## config.mk

```make
export PLATFORM = sky130hd
export DESIGN_NAME = slx_lane_sync
export DESIGN_NICKNAME = d
export VERILOG_FILES = /design/src/slx_pkg.sv /design/src/slx_lane_sync.sv
export VERILOG_INCLUDE_DIRS = /design/src
export SDC_FILE = /design/constraint.sdc
export NUM_CORES = 1
export LEC_CHECK = 0
export ABC_AREA = 1
export BUFFER_PORTS_ARGS = -buffer_cell sky130_fd_sc_hd__clkbuf_2
export CORE_AREA = 2 2 174 176
export DETAILED_ROUTE_END_ITERATION = 6
export DIE_AREA = 0 0 176 178
export SLEW_MARGIN = 20
export SYNTH_ARGS = -nofsm -noshare
export SYNTH_HDL_FRONTEND = slang
export SYNTH_SLANG_ARGS = --single-unit
```

## constraint.sdc

```tcl
create_clock -name clock_in -period 4.6 [get_ports clock_in]
set_input_delay 0.92 -clock clock_in [delete_from_list [all_inputs] [get_ports clock_in]]
set_output_delay 0.92 -clock clock_in [all_outputs]
set_load 0.03 [all_outputs]
```

## src/slx_cfg.svh

```systemverilog
// Register indices, field positions, reset values and bus codes for the lane crossbar block
`ifndef SLX_CFG_SVH
`define SLX_CFG_SVH
`define SLX_ADDR_W 12
`define SLX_IDX_W 10
// Register indices; byte address is four times the index
`define SLX_IDX_XBAR 10'h30b
`define SLX_IDX_FULL 10'h30c
`define SLX_IDX_EMPTY 10'h30d
`define SLX_IDX_MASK 10'h311
`define SLX_IDX_DUR 10'h312
`define SLX_IDX_IRQ_STAT 10'h320
`define SLX_IDX_IRQ_MASK 10'h321
// Crossbar fields
`define SLX_L7_HI 5
`define SLX_L7_LO 3
`define SLX_L6_HI 2
`define SLX_L6_LO 0
`define SLX_L7_RST 3'h7
`define SLX_L6_RST 3'h6
// Sync generation and interrupt fields
`define SLX_MASK_W 4
`define SLX_MASK_RST 4'h0
`define SLX_MF_MASK_LO 2
`define SLX_FR_MASK_LO 0
`define SLX_IRQ_W 4
`define SLX_IRQ_RST 4'h0
`define SLX_DUR_HI 7
`define SLX_DUR_LO 4
`define SLX_DUR_RST 8'h00
`define SLX_CNT_W 5
// Bus responses
`define SLX_RESP_OKAY 2'h0
`define SLX_RESP_SLVERR 2'h2
`endif

```

## src/slx_pkg.sv

```systemverilog
// Types shared by the lane crossbar and sync report block
package slx_pkg;
  // Alignment loss reported by the two link deframers
  typedef struct packed {
    logic [1:0] multiframe;
    logic [1:0] frame;
  } slx_loss_t;
endpackage

```

## src/slx_lane_sync.sv

```systemverilog
// Lane crossbar for logical lanes 6/7, lane FIFO status and sync request generation
//
// Chosen here: register access over AXI4-Lite.
`timescale 1ns/1ps
`include "slx_cfg.svh"

////////////////////////////////////////////////////////////////////////////////
module slx_lane_sync import slx_pkg::*; #(
  parameter int LANE_W = 32,
  parameter int HALF_PCLK_DIV = 1
) (
  // Clock and reset
  input wire logic clock_in,
  input wire logic rst_n_in,
  // AXI4-Lite write address and data
  input wire logic s_axi_awvalid_in,
  output logic s_axi_awready_out,
  input wire logic [`SLX_ADDR_W-1:0] s_axi_awaddr_in,
  input wire logic s_axi_wvalid_in,
  output logic s_axi_wready_out,
  input wire logic [31:0] s_axi_wdata_in,
  input wire logic [3:0] s_axi_wstrb_in,
  // AXI4-Lite write response
  output logic s_axi_bvalid_out,
  input wire logic s_axi_bready_in,
  output logic [1:0] s_axi_bresp_out,
  // AXI4-Lite read
  input wire logic s_axi_arvalid_in,
  output logic s_axi_arready_out,
  input wire logic [`SLX_ADDR_W-1:0] s_axi_araddr_in,
  output logic s_axi_rvalid_out,
  input wire logic s_axi_rready_in,
  output logic [31:0] s_axi_rdata_out,
  output logic [1:0] s_axi_rresp_out,
  // Deserialized physical lanes and their FIFO flags
  input wire logic [7:0][LANE_W-1:0] physical_serial_lane_in,
  input wire logic [7:0] lane_fifo_full_in,
  input wire logic [7:0] lane_fifo_empty_in,
  // Logical lanes towards the deframers
  output logic [LANE_W-1:0] logical_lane6_out,
  output logic [LANE_W-1:0] logical_lane7_out,
  // Deframer alignment loss, levels
  input wire slx_loss_t alignment_loss_in,
  // Sync requests, low asks the transmitter to resync
  output logic sync_request0_n_out,
  output logic sync_request1_n_out,
  // Interrupt
  output logic irq_out
);

  if (LANE_W < 1 || HALF_PCLK_DIV < 1) begin : g_bad_param
    $error("slx_lane_sync: LANE_W and HALF_PCLK_DIV must be at least 1");
  end

  //////////////////////////////////////////////////////////////////////////////
  // Reset release
  logic rst_sync1;
  logic rst_n;

  always_ff @(posedge clock_in or negedge rst_n_in) begin
    if (!rst_n_in) begin
      rst_sync1 <= 1'b0;
      rst_n <= 1'b0;
    end else begin
      rst_sync1 <= 1'b1;
      rst_n <= rst_sync1;
    end
  end

  //////////////////////////////////////////////////////////////////////////////
  // Register storage
  logic [7:0] lane_crossbar_6_7;
  logic [`SLX_MASK_W-1:0] sync_loss_mask;
  logic [7:0] sync_error_duration;
  logic [3:0] irq_status;
  logic [3:0] irq_mask;

  //////////////////////////////////////////////////////////////////////////////
  // Write channel
  logic [`SLX_ADDR_W-1:0] aw_addr;
  logic [31:0] w_data;
  logic w_lane0;
  wire [`SLX_IDX_W-1:0] w_idx = aw_addr[`SLX_ADDR_W-1:2];
  wire do_write = !s_axi_awready_out && !s_axi_wready_out && !s_axi_bvalid_out;
  wire wr_en = do_write && w_lane0;
  wire hit_xbar = w_idx == `SLX_IDX_XBAR;
  wire hit_mask = w_idx == `SLX_IDX_MASK;
  wire hit_dur = w_idx == `SLX_IDX_DUR;
  wire hit_istat = w_idx == `SLX_IDX_IRQ_STAT;
  wire hit_imask = w_idx == `SLX_IDX_IRQ_MASK;
  wire w_ro = w_idx == `SLX_IDX_FULL || w_idx == `SLX_IDX_EMPTY;
  wire w_mapped = hit_xbar || hit_mask || hit_dur || hit_istat || hit_imask || w_ro;
  wire aw_take = s_axi_awvalid_in && s_axi_awready_out;
  wire w_take = s_axi_wvalid_in && s_axi_wready_out;
  wire b_done = s_axi_bvalid_out && s_axi_bready_in;
  // Field extraction from the held write word
  wire [5:0] w_xbar_fields = w_data[`SLX_L7_HI:`SLX_L6_LO];
  wire [`SLX_MASK_W-1:0] w_mask_field = w_data[`SLX_MASK_W-1:0];
  wire [7:0] w_dur_byte = w_data[`SLX_DUR_HI:0];
  wire [`SLX_IRQ_W-1:0] w_irq_field = w_data[`SLX_IRQ_W-1:0];

  always_ff @(posedge clock_in or negedge rst_n) begin
    if (!rst_n) begin
      s_axi_awready_out <= 1'b1;
      s_axi_wready_out <= 1'b1;
      s_axi_bvalid_out <= 1'b0;
      s_axi_bresp_out <= `SLX_RESP_OKAY;
      aw_addr <= '0;
      w_data <= '0;
      w_lane0 <= 1'b0;
    end else begin
      if (aw_take) begin
        s_axi_awready_out <= 1'b0;
        aw_addr <= s_axi_awaddr_in;
      end
      if (w_take) begin
        s_axi_wready_out <= 1'b0;
        w_data <= s_axi_wdata_in;
        w_lane0 <= s_axi_wstrb_in[0];
      end
      if (do_write) begin
        s_axi_bvalid_out <= 1'b1;
        s_axi_bresp_out <= w_mapped ? `SLX_RESP_OKAY : `SLX_RESP_SLVERR;
      end
      if (b_done) begin
        s_axi_bvalid_out <= 1'b0;
        s_axi_awready_out <= 1'b1;
        s_axi_wready_out <= 1'b1;
      end
    end
  end

  // Only byte lane 0 carries register bits; FIFO status registers ignore writes, interrupt status bits clear on a written 1
  always_ff @(posedge clock_in or negedge rst_n) begin
    if (!rst_n) begin
      lane_crossbar_6_7 <= {2'h0, `SLX_L7_RST, `SLX_L6_RST};
      sync_loss_mask <= `SLX_MASK_RST;
      sync_error_duration <= `SLX_DUR_RST;
      irq_mask <= `SLX_IRQ_RST;
    end else if (wr_en) begin
      if (hit_xbar) begin
        lane_crossbar_6_7 <= {2'h0, w_xbar_fields};
      end
      if (hit_mask) begin
        sync_loss_mask <= w_mask_field;
      end
      if (hit_dur) begin
        sync_error_duration <= w_dur_byte;
      end
      if (hit_imask) begin
        irq_mask <= w_irq_field;
      end
    end
  end

  //////////////////////////////////////////////////////////////////////////////
  // Read channel; decode is pure so reads never disturb state
  wire [`SLX_IDX_W-1:0] r_idx = s_axi_araddr_in[`SLX_ADDR_W-1:2];
  logic [7:0] r_val;
  logic r_mapped;
  wire ar_take = s_axi_arvalid_in && s_axi_arready_out;
  wire r_done = s_axi_rvalid_out && s_axi_rready_in;

  always_comb begin
    r_val = 8'h00;
    r_mapped = 1'b1;
    case (r_idx)
      `SLX_IDX_XBAR: r_val = lane_crossbar_6_7;
      `SLX_IDX_FULL: r_val = lane_fifo_full_in;
      `SLX_IDX_EMPTY: r_val = lane_fifo_empty_in;
      `SLX_IDX_MASK: r_val = {4'h0, sync_loss_mask};
      `SLX_IDX_DUR: r_val = sync_error_duration;
      `SLX_IDX_IRQ_STAT: r_val = {4'h0, irq_status};
      `SLX_IDX_IRQ_MASK: r_val = {4'h0, irq_mask};
      default: r_mapped = 1'b0;
    endcase
  end

  always_ff @(posedge clock_in or negedge rst_n) begin
    if (!rst_n) begin
      s_axi_arready_out <= 1'b1;
      s_axi_rvalid_out <= 1'b0;
      s_axi_rdata_out <= 32'h0000_0000;
      s_axi_rresp_out <= `SLX_RESP_OKAY;
    end else if (ar_take) begin
      s_axi_arready_out <= 1'b0;
      s_axi_rvalid_out <= 1'b1;
      s_axi_rdata_out <= {24'h00_0000, r_val};
      s_axi_rresp_out <= r_mapped ? `SLX_RESP_OKAY : `SLX_RESP_SLVERR;
    end else if (r_done) begin
      s_axi_rvalid_out <= 1'b0;
      s_axi_arready_out <= 1'b1;
    end
  end

  //////////////////////////////////////////////////////////////////////////////
  // Crossbar
  wire [2:0] logical_lane7_source = lane_crossbar_6_7[`SLX_L7_HI:`SLX_L7_LO];
  wire [2:0] logical_lane6_source = lane_crossbar_6_7[`SLX_L6_HI:`SLX_L6_LO];

  always_ff @(posedge clock_in or negedge rst_n) begin
    if (!rst_n) begin
      logical_lane6_out <= '0;
      logical_lane7_out <= '0;
    end else begin
      logical_lane7_out <= physical_serial_lane_in[logical_lane7_source];
      logical_lane6_out <= physical_serial_lane_in[logical_lane6_source];
    end
  end

  //////////////////////////////////////////////////////////////////////////////
  // Half processing-clock tick; the low length counts half periods
  localparam int DIV_W = HALF_PCLK_DIV > 1 ? $clog2(HALF_PCLK_DIV) : 1;
  localparam logic [DIV_W-1:0] DIV_LAST = DIV_W'(HALF_PCLK_DIV - 1);
  logic [DIV_W-1:0] div_cnt;
  logic half_tick;

  always_ff @(posedge clock_in or negedge rst_n) begin
    if (!rst_n) begin
      div_cnt <= '0;
      half_tick <= 1'b0;
    end else begin
      half_tick <= div_cnt == DIV_LAST;
      div_cnt <= (div_cnt == DIV_LAST) ? '0 : div_cnt + 1'b1;
    end
  end

  //////////////////////////////////////////////////////////////////////////////
  // Sync request generation, one per link
  wire [3:0] error_report_low_length = sync_error_duration[`SLX_DUR_HI:`SLX_DUR_LO];
  // 0.5 + code periods equals 2*code + 1 half periods
  wire [`SLX_CNT_W-1:0] low_halves = {error_report_low_length, 1'b1};
  wire [1:0] frame_loss_enable = sync_loss_mask[`SLX_FR_MASK_LO+1:`SLX_FR_MASK_LO];
  wire [1:0] multiframe_loss_enable = sync_loss_mask[`SLX_MF_MASK_LO+1:`SLX_MF_MASK_LO];
  logic [1:0] sync_low;

  for (genvar i = 0; i < 2; i++) begin : g_link
    logic [`SLX_CNT_W-1:0] low_cnt;
    wire hit = (alignment_loss_in.frame[i] && frame_loss_enable[i])
      || (alignment_loss_in.multiframe[i] && multiframe_loss_enable[i]);
    // A persisting loss keeps reloading, so the line stays low while it lasts
    wire [`SLX_CNT_W-1:0] next_low_cnt = hit ? low_halves
      : (half_tick && low_cnt != '0) ? low_cnt - 1'b1 : low_cnt;

    always_ff @(posedge clock_in or negedge rst_n) begin
      if (!rst_n) begin
        low_cnt <= '0;
        sync_low[i] <= 1'b0;
      end else begin
        low_cnt <= next_low_cnt;
        sync_low[i] <= next_low_cnt != '0;
      end
    end
  end

  always_ff @(posedge clock_in or negedge rst_n) begin
    if (!rst_n) begin
      sync_request0_n_out <= 1'b1;
      sync_request1_n_out <= 1'b1;
    end else begin
      sync_request0_n_out <= ~sync_low[0];
      sync_request1_n_out <= ~sync_low[1];
    end
  end

  //////////////////////////////////////////////////////////////////////////////
  // Interrupts on rising edges of raw loss; set beats a same-cycle clear
  logic [3:0] loss_prev;
  wire [3:0] loss_now = alignment_loss_in;
  wire [3:0] loss_rise = loss_now & ~loss_prev;
  wire [3:0] irq_clear = (wr_en && hit_istat) ? w_irq_field : `SLX_IRQ_RST;
  wire [3:0] next_irq_status = (irq_status & ~irq_clear) | loss_rise;
  wire irq_pending = |(next_irq_status & irq_mask);

  // History starts at the idle level so reset release shows no false edge
  always_ff @(posedge clock_in or negedge rst_n) begin
    if (!rst_n) begin
      loss_prev <= `SLX_IRQ_RST;
    end else begin
      loss_prev <= loss_now;
    end
  end

  always_ff @(posedge clock_in or negedge rst_n) begin
    if (!rst_n) begin
      irq_status <= `SLX_IRQ_RST;
      irq_out <= 1'b0;
    end else begin
      irq_status <= next_irq_status;
      irq_out <= irq_pending;
    end
  end

endmodule

```

# After elaboration in Yosys (flattened, before gate mapping)
# Index checks and enable logic that the tools add are counted.
[totals]
output_inout_bits = 108
ff_bits = 151
wordCells = 122
[classes]
muxes = 24
n_reduce_logical = 40
addsub = 3
eq_ne = 14
n_bitwise = 9
n_lt_le_gt_ge = 2
[ops]
columns = ["op", "n"]
rows = [
  ["32-bit binary-select mux with 3-bit select", 2],
  ["10-bit equality test, second input constant", 14],
  ["32-bit two-way mux", 2],
  ["8-bit one-hot mux with 7 select lines", 1],
  ["5-bit two-way mux", 4],
  ["5-bit nonzero test", 4],
  ["1-bit logical AND", 15],
  ["4-bit bitwise AND", 3],
  ["1-bit two-way mux", 12],
  ["5-bit by 1-bit subtractor with 5-bit output, second input constant", 2],
  ["1-bit logical OR", 8],
  ["3-bit by 4-bit < comparator with 1-bit output, second input constant", 2],
  ["4-bit inverter", 2],
  ["2-bit AND reduction", 4],
  ["2-bit nonzero test", 4],
  ["7-bit OR reduction", 1],
  ["2-bit two-way mux", 2],
  ["4-bit two-way mux", 1],
  ["4-bit OR", 1],
  ["4-bit OR reduction", 1],
  ["1-bit logical NOT", 3],
  ["1-bit inverter", 3],
  ["1-bit adder, second input constant", 1],
]

# Longest topological paths before layout
[logic_depth]
ltp_word = 11
depth_mapped = 12
ltp_nobuf = 12

# Worst setup path after synthesis
# No wires, ideal clock.
[synth_timing]
kind = "in2reg"
from = "input port s_axi_araddr_in[9]"
to = "register s_axi_rresp_out[1]"
path_stages = 8
arrival_ns = 1.786
setup_slack_ns = 2.695
cell_sequence = "nor2_1 > nand3_1 > nor2_2 > buf_4 > o21a_1 > nor2_1 > nand3_1 > nand2_1"
[synth_between]
elab_chain_len = 4
elab_cells_between_ends = 10
cone_classes = "eq/ne: 7; mux: 2; reduce/logical: 1"
[synth_rtl]
columns = ["element", "line", "source"]
rows = [
  ["start, declared", "slx_lane_sync.sv:30", "input wire logic [`SLX_ADDR_W-1:0] s_axi_araddr_in,"],
  ["10-bit equality test", "slx_lane_sync.sv:167", "case (r_idx)"],
  ["7-bit OR reduction (no line) (*)", "-", ""],
  ["1-bit two-way mux (*)", "slx_lane_sync.sv:167", ""],
  ["2-bit two-way mux (no line) (*)", "-", ""],
  ["end signal, assigned", "slx_lane_sync.sv:184", "s_axi_rresp_out <= `SLX_RESP_OKAY;"],
  ["end signal, assigned", "slx_lane_sync.sv:189", "s_axi_rresp_out <= r_mapped ? `SLX_RESP_OKAY : `SLX_RESP_SLVERR;"],
  ["end, declared", "slx_lane_sync.sv:34", "output logic [1:0] s_axi_rresp_out,"],
]
# Mark *: on every way between the ends. The rest lies on a longest branch, timed or not.
# A chain may end at the register's enable or synchronous reset.

# Worst setup path in the final report
[layout_timing]
from = "register lane_crossbar_6_7[0]"
to = "register logical_lane6_out[0]"
[layout_between]
elab_chain_len = 2
[layout_rtl]
columns = ["element", "line", "source"]
rows = [
  ["start, declared", "slx_lane_sync.sv:72", "logic [7:0] lane_crossbar_6_7;"],
  ["start signal, assigned", "slx_lane_sync.sv:136", "lane_crossbar_6_7 <= {2'h0, `SLX_L7_RST, `SLX_L6_RST};"],
  ["start signal, assigned", "slx_lane_sync.sv:142", "lane_crossbar_6_7 <= {2'h0, w_xbar_fields};"],
  ["32-bit binary-select mux with 3-bit select", "slx_lane_sync.sv:207", "logical_lane6_out <= physical_serial_lane_in[logical_lane6_source];"],
  ["32-bit two-way mux (not written as such)", "slx_lane_sync.sv:207", ""],
  ["end signal, assigned", "slx_lane_sync.sv:207", ""],
  ["end, declared", "slx_lane_sync.sv:40", "output logic [LANE_W-1:0] logical_lane6_out,"],
]
# Every way passes these cells. The select of a mux whose other input is x is not followed.

==> flow_metrics.tcl <==
set metrics [dict create \
    ys_ff_latch 146 \
    power_frac_comb 0.294 \
    vdd_drop_max_mv 0.252 \
    clk_path_buf_depth 2 \
    h-tree-depth 4 \
    cp.required_ns 4.87 \
    layout_common_cells "clkbuf_2 (393), o21ai_0 (265), nand2_1 (207)" \
    die_area_mm2 0.0313 \
    post-route-period-util 0.596 \
    core_mm2 0.0294 \
    grt-ovfl-total 0 \
    yosysTopAreaCellShare 0.337 \
    cts_sinks 146 \
    crit_chain "inv_1, buf_4, nor2_1, o21ai_1, nor2_1, a31oi_1" \
    top_level_ports 451 \
    slew_viol_final 0 \
    drc_errors 0 \
    setup_viol 0 \
    path_delay_family "buffers and inverters" \
    final_common_cell "clkbuf_2" \
    antenna_found_initial 5 \
    ys_async_sr_fraction 1.00 \
    tightest_slew_ns 0.946 \
    port_buffers 393 \
    min_path_type "in2async" \
    vias_per_cell 5.17 \
    hold_viol 0 \
    groute.usage.overall 0.238 \
    grt_first_pass_wirelength_um 58300 \
    cp.depth 6 \
    fin_setup_tns_ns 0 \
    postCtsResizedCells 0 \
    syn_area_per_cell_um2 6.79 \
    cp_common_cell "nor2_1" \
    cpPeakStageDelay_ns 0.96 \
    cpMaxStageDelayCell "dfrtp_4" \
    fin_skew_ns 0.0178 \
    grt_use_met3 0.0424 \
    rows 63 \
    area_growth_pct 26.5 \
    swShare 0.390 \
    synth_top_area_cell "dfrtp_1" \
    endpoint_kind "flip-flop" \
    powerDensity_mw_per_mm2 352 \
    critPathKind "reg2reg" \
    max_clock_freq_ghz 0.365 \
    insertion_delay_ns 0.43 \
    dpl.hpwl_um 27800 \
    power_frac_clock 0.321 \
    p_sw_mw 1.75 \
    intPower_mw 2.74 \
    grt_max_degree 127 \
    initial_utilization 0.344 \
    startpoint_type "flip-flop" \
    path_buf_inv 2 \
    tritoncts "yes" \
    run_status "complete, no violations" \
    vias 11500 \
    min_period_ns 2.74 \
    cts_root_buf "clkbuf_16" \
    grtUsageMet1 0.307 \
    die_w_um 176 \
    r2r_cells 6 \
    seq_area_frac_synth 0.363 \
    placed_cells 2178 \
    clk_pin_slew_ns 0.08 \
    cts_buffers 17 \
    synth_area_leaders "dfrtp_1 (34%), o21ai_0 (13%), nand2_1 (7.7%), a21oi_1 (6.9%), nor2_1 (6.7%)" \
    holdBufCountCts 0 \
    slew_headroom 0.370 \
    grt_use_met2 0.384 \
    layout-drive-gt1-share 0.262 \
    wirelength_um 38300 \
    synth_edf_count 0 \
    die_h_um 178 \
    netlist_area_mm2 0.0101 \
    first_pass_iters 5 \
    placed_cell_area_mm2 0.0122 \
    worst_hold_slack_ns 0.257 \
    synth_cell_types 37 \
    finalInstanceArea_mm2 0.0128 \
    antenna_left 0 \
    crit_fanout 93 \
    synth_ff_type "dfrtp_1" \
    rsz0062_at_grt "no" \
    cts_setup_buffers 0 \
    grt-busiest-layer "met2" \
    synthCells 1488 \
    yosys_warnings 0 \
    place.gp.congestion 0.912 \
    nets 2152 \
    post_drt_wl_per_cell_um 17.3 \
    drtIter0Drc 900 \
    nFillCells 3111 \
    arrival_ns 3.01 \
    pwr-share-seq 0.386 \
    cap_violations 0 \
    grt_pass1_vias 10700 \
    layout.cells.non_filler 2219 \
    p_leak_nw 6.14 \
]
Yosys cell counts, drive strengths merged (5+ instances only):
cell type and n:
a21oi 140, a31oi 64, buf 69, clkbuf 62
dfrtp 136, dfstp 10, inv 163, mux2 11
nand2 209, nand3 51, nand4 11, nor2 185
nor3 5, o211ai 65, o21ai 285
layer usage:
metal | up-vias | wire length [µm]
li1 | 5617 | -
met1 | 5295 | 16400
met2 | 476 | 18000
met3 | 74 | 2470
met4 | 0 | 1470
met5 | - | 0
worst paths after layout:
kind	slack [ns]	to	startpoint
worst min register to register	0.34	sync_request1_n_out$_DFF_PN1_	sync_low[1]$_DFF_PN0_
min in group clock_in	0.34	sync_request1_n_out$_DFF_PN1_	sync_low[1]$_DFF_PN0_
max in group asynchronous	3.14	s_axi_wready_out$_DFFE_PN1P_	rst_n$_DFF_PN0_
worst max register to register	1.86	logical_lane6_out[0]$_DFF_PN0_	lane_crossbar_6_7[0]$_DFFE_PN0P_
worst min-delay path	0.26	rst_n$_DFF_PN0_	rst_n_in
worst max-delay path	1.86	logical_lane6_out[0]$_DFF_PN0_	lane_crossbar_6_7[0]$_DFFE_PN0P_
state kept, by name, indices dropped and copies added (netlist names), 2 cells and up:
signal and cells:
sync_low 2, irq_mask 4, logical_lane6_out 32, lane_crossbar_6_7 6, w_data 8, g_link.low_cnt 10, sync_error_duration 8, s_axi_rdata_out 8
logical_lane7_out 32, loss_prev 4, irq_status 4, sync_loss_mask 4, aw_addr 10
final cells by class:
| type | count | area (µm²) | share of cell area |
|---|---|---|---|
| Clock buffer | 17 | 425 | 0.0333 |
| Sequential cell | 146 | 3680 | 0.288 |
| Antenna cell | 9 | 22.5 | 0.00176 |
| Multi-Input combinational cell | 1073 | 5280 | 0.413 |
| Tap cell | 390 | 488 | 0.0382 |
| Timing Repair Buffer | 405 | 2080 | 0.163 |
| Inverter | 164 | 616 | 0.0481 |
| Clock inverter | 15 | 186 | 0.0146 |
power groups by stage:
stage	Sequential [mW]	Clock [mW]	Combinational, mW
finish	1.73	1.44	1.32
global route	1.77	1.54	1.46
CTS	1.74	1.48	1.33
detailed placement	1.76	0	1.32
global placement	1.76	0	1.30
floorplan	1.92	0	0.701
through the flow:
| stage | utilization | setup slack (ns) | total power [mW] |
|---|---|---|---|
| 2_1_floorplan | - | 0.248 | 2.62 |
| 4_1_cts | 0.434 | 1.84 | 4.54 |
| 3_5_place_dp | 0.413 | 1.86 | 3.08 |
| 6_report | 0.435 | 1.86 | 4.49 |
| 3_3_place_gp | 0.413 | 1.87 | 3.06 |
| 5_1_grt | 0.435 | 1.57 | 4.78 |
kinds of logic (layout without fill, tap and decap cells):
| logic type | Yosys count | after routing | synth area share |
|---|---|---|---|
| AO/OA/AOI/OAI | 559 | 559 | 0.302 |
| XOR/XNOR | 4 | 4 | 0.00347 |
| adder cells (fa/ha/maj) | 2 | 2 | 0.00247 |
| buffers and inverters | 295 | 601 | 0.125 |
| flip-flops | 146 | 146 | 0.363 |
| multiplexers | 11 | 11 | 0.0123 |
| other | 2 | 37 | 0.000743 |
| AND/OR/NAND/NOR | 469 | 469 | 0.192 |
worst reg2reg max path, delay by kind of cell, from the launching register on:
kind	cells	cell delay [ns]
AND/OR/NAND/NOR	2	0.35
buffers and inverters	2	1.12
AO/OA/AOI/OAI	2	0.16
flip-flops	1	0.96
(Power assumes the default switching activity.)
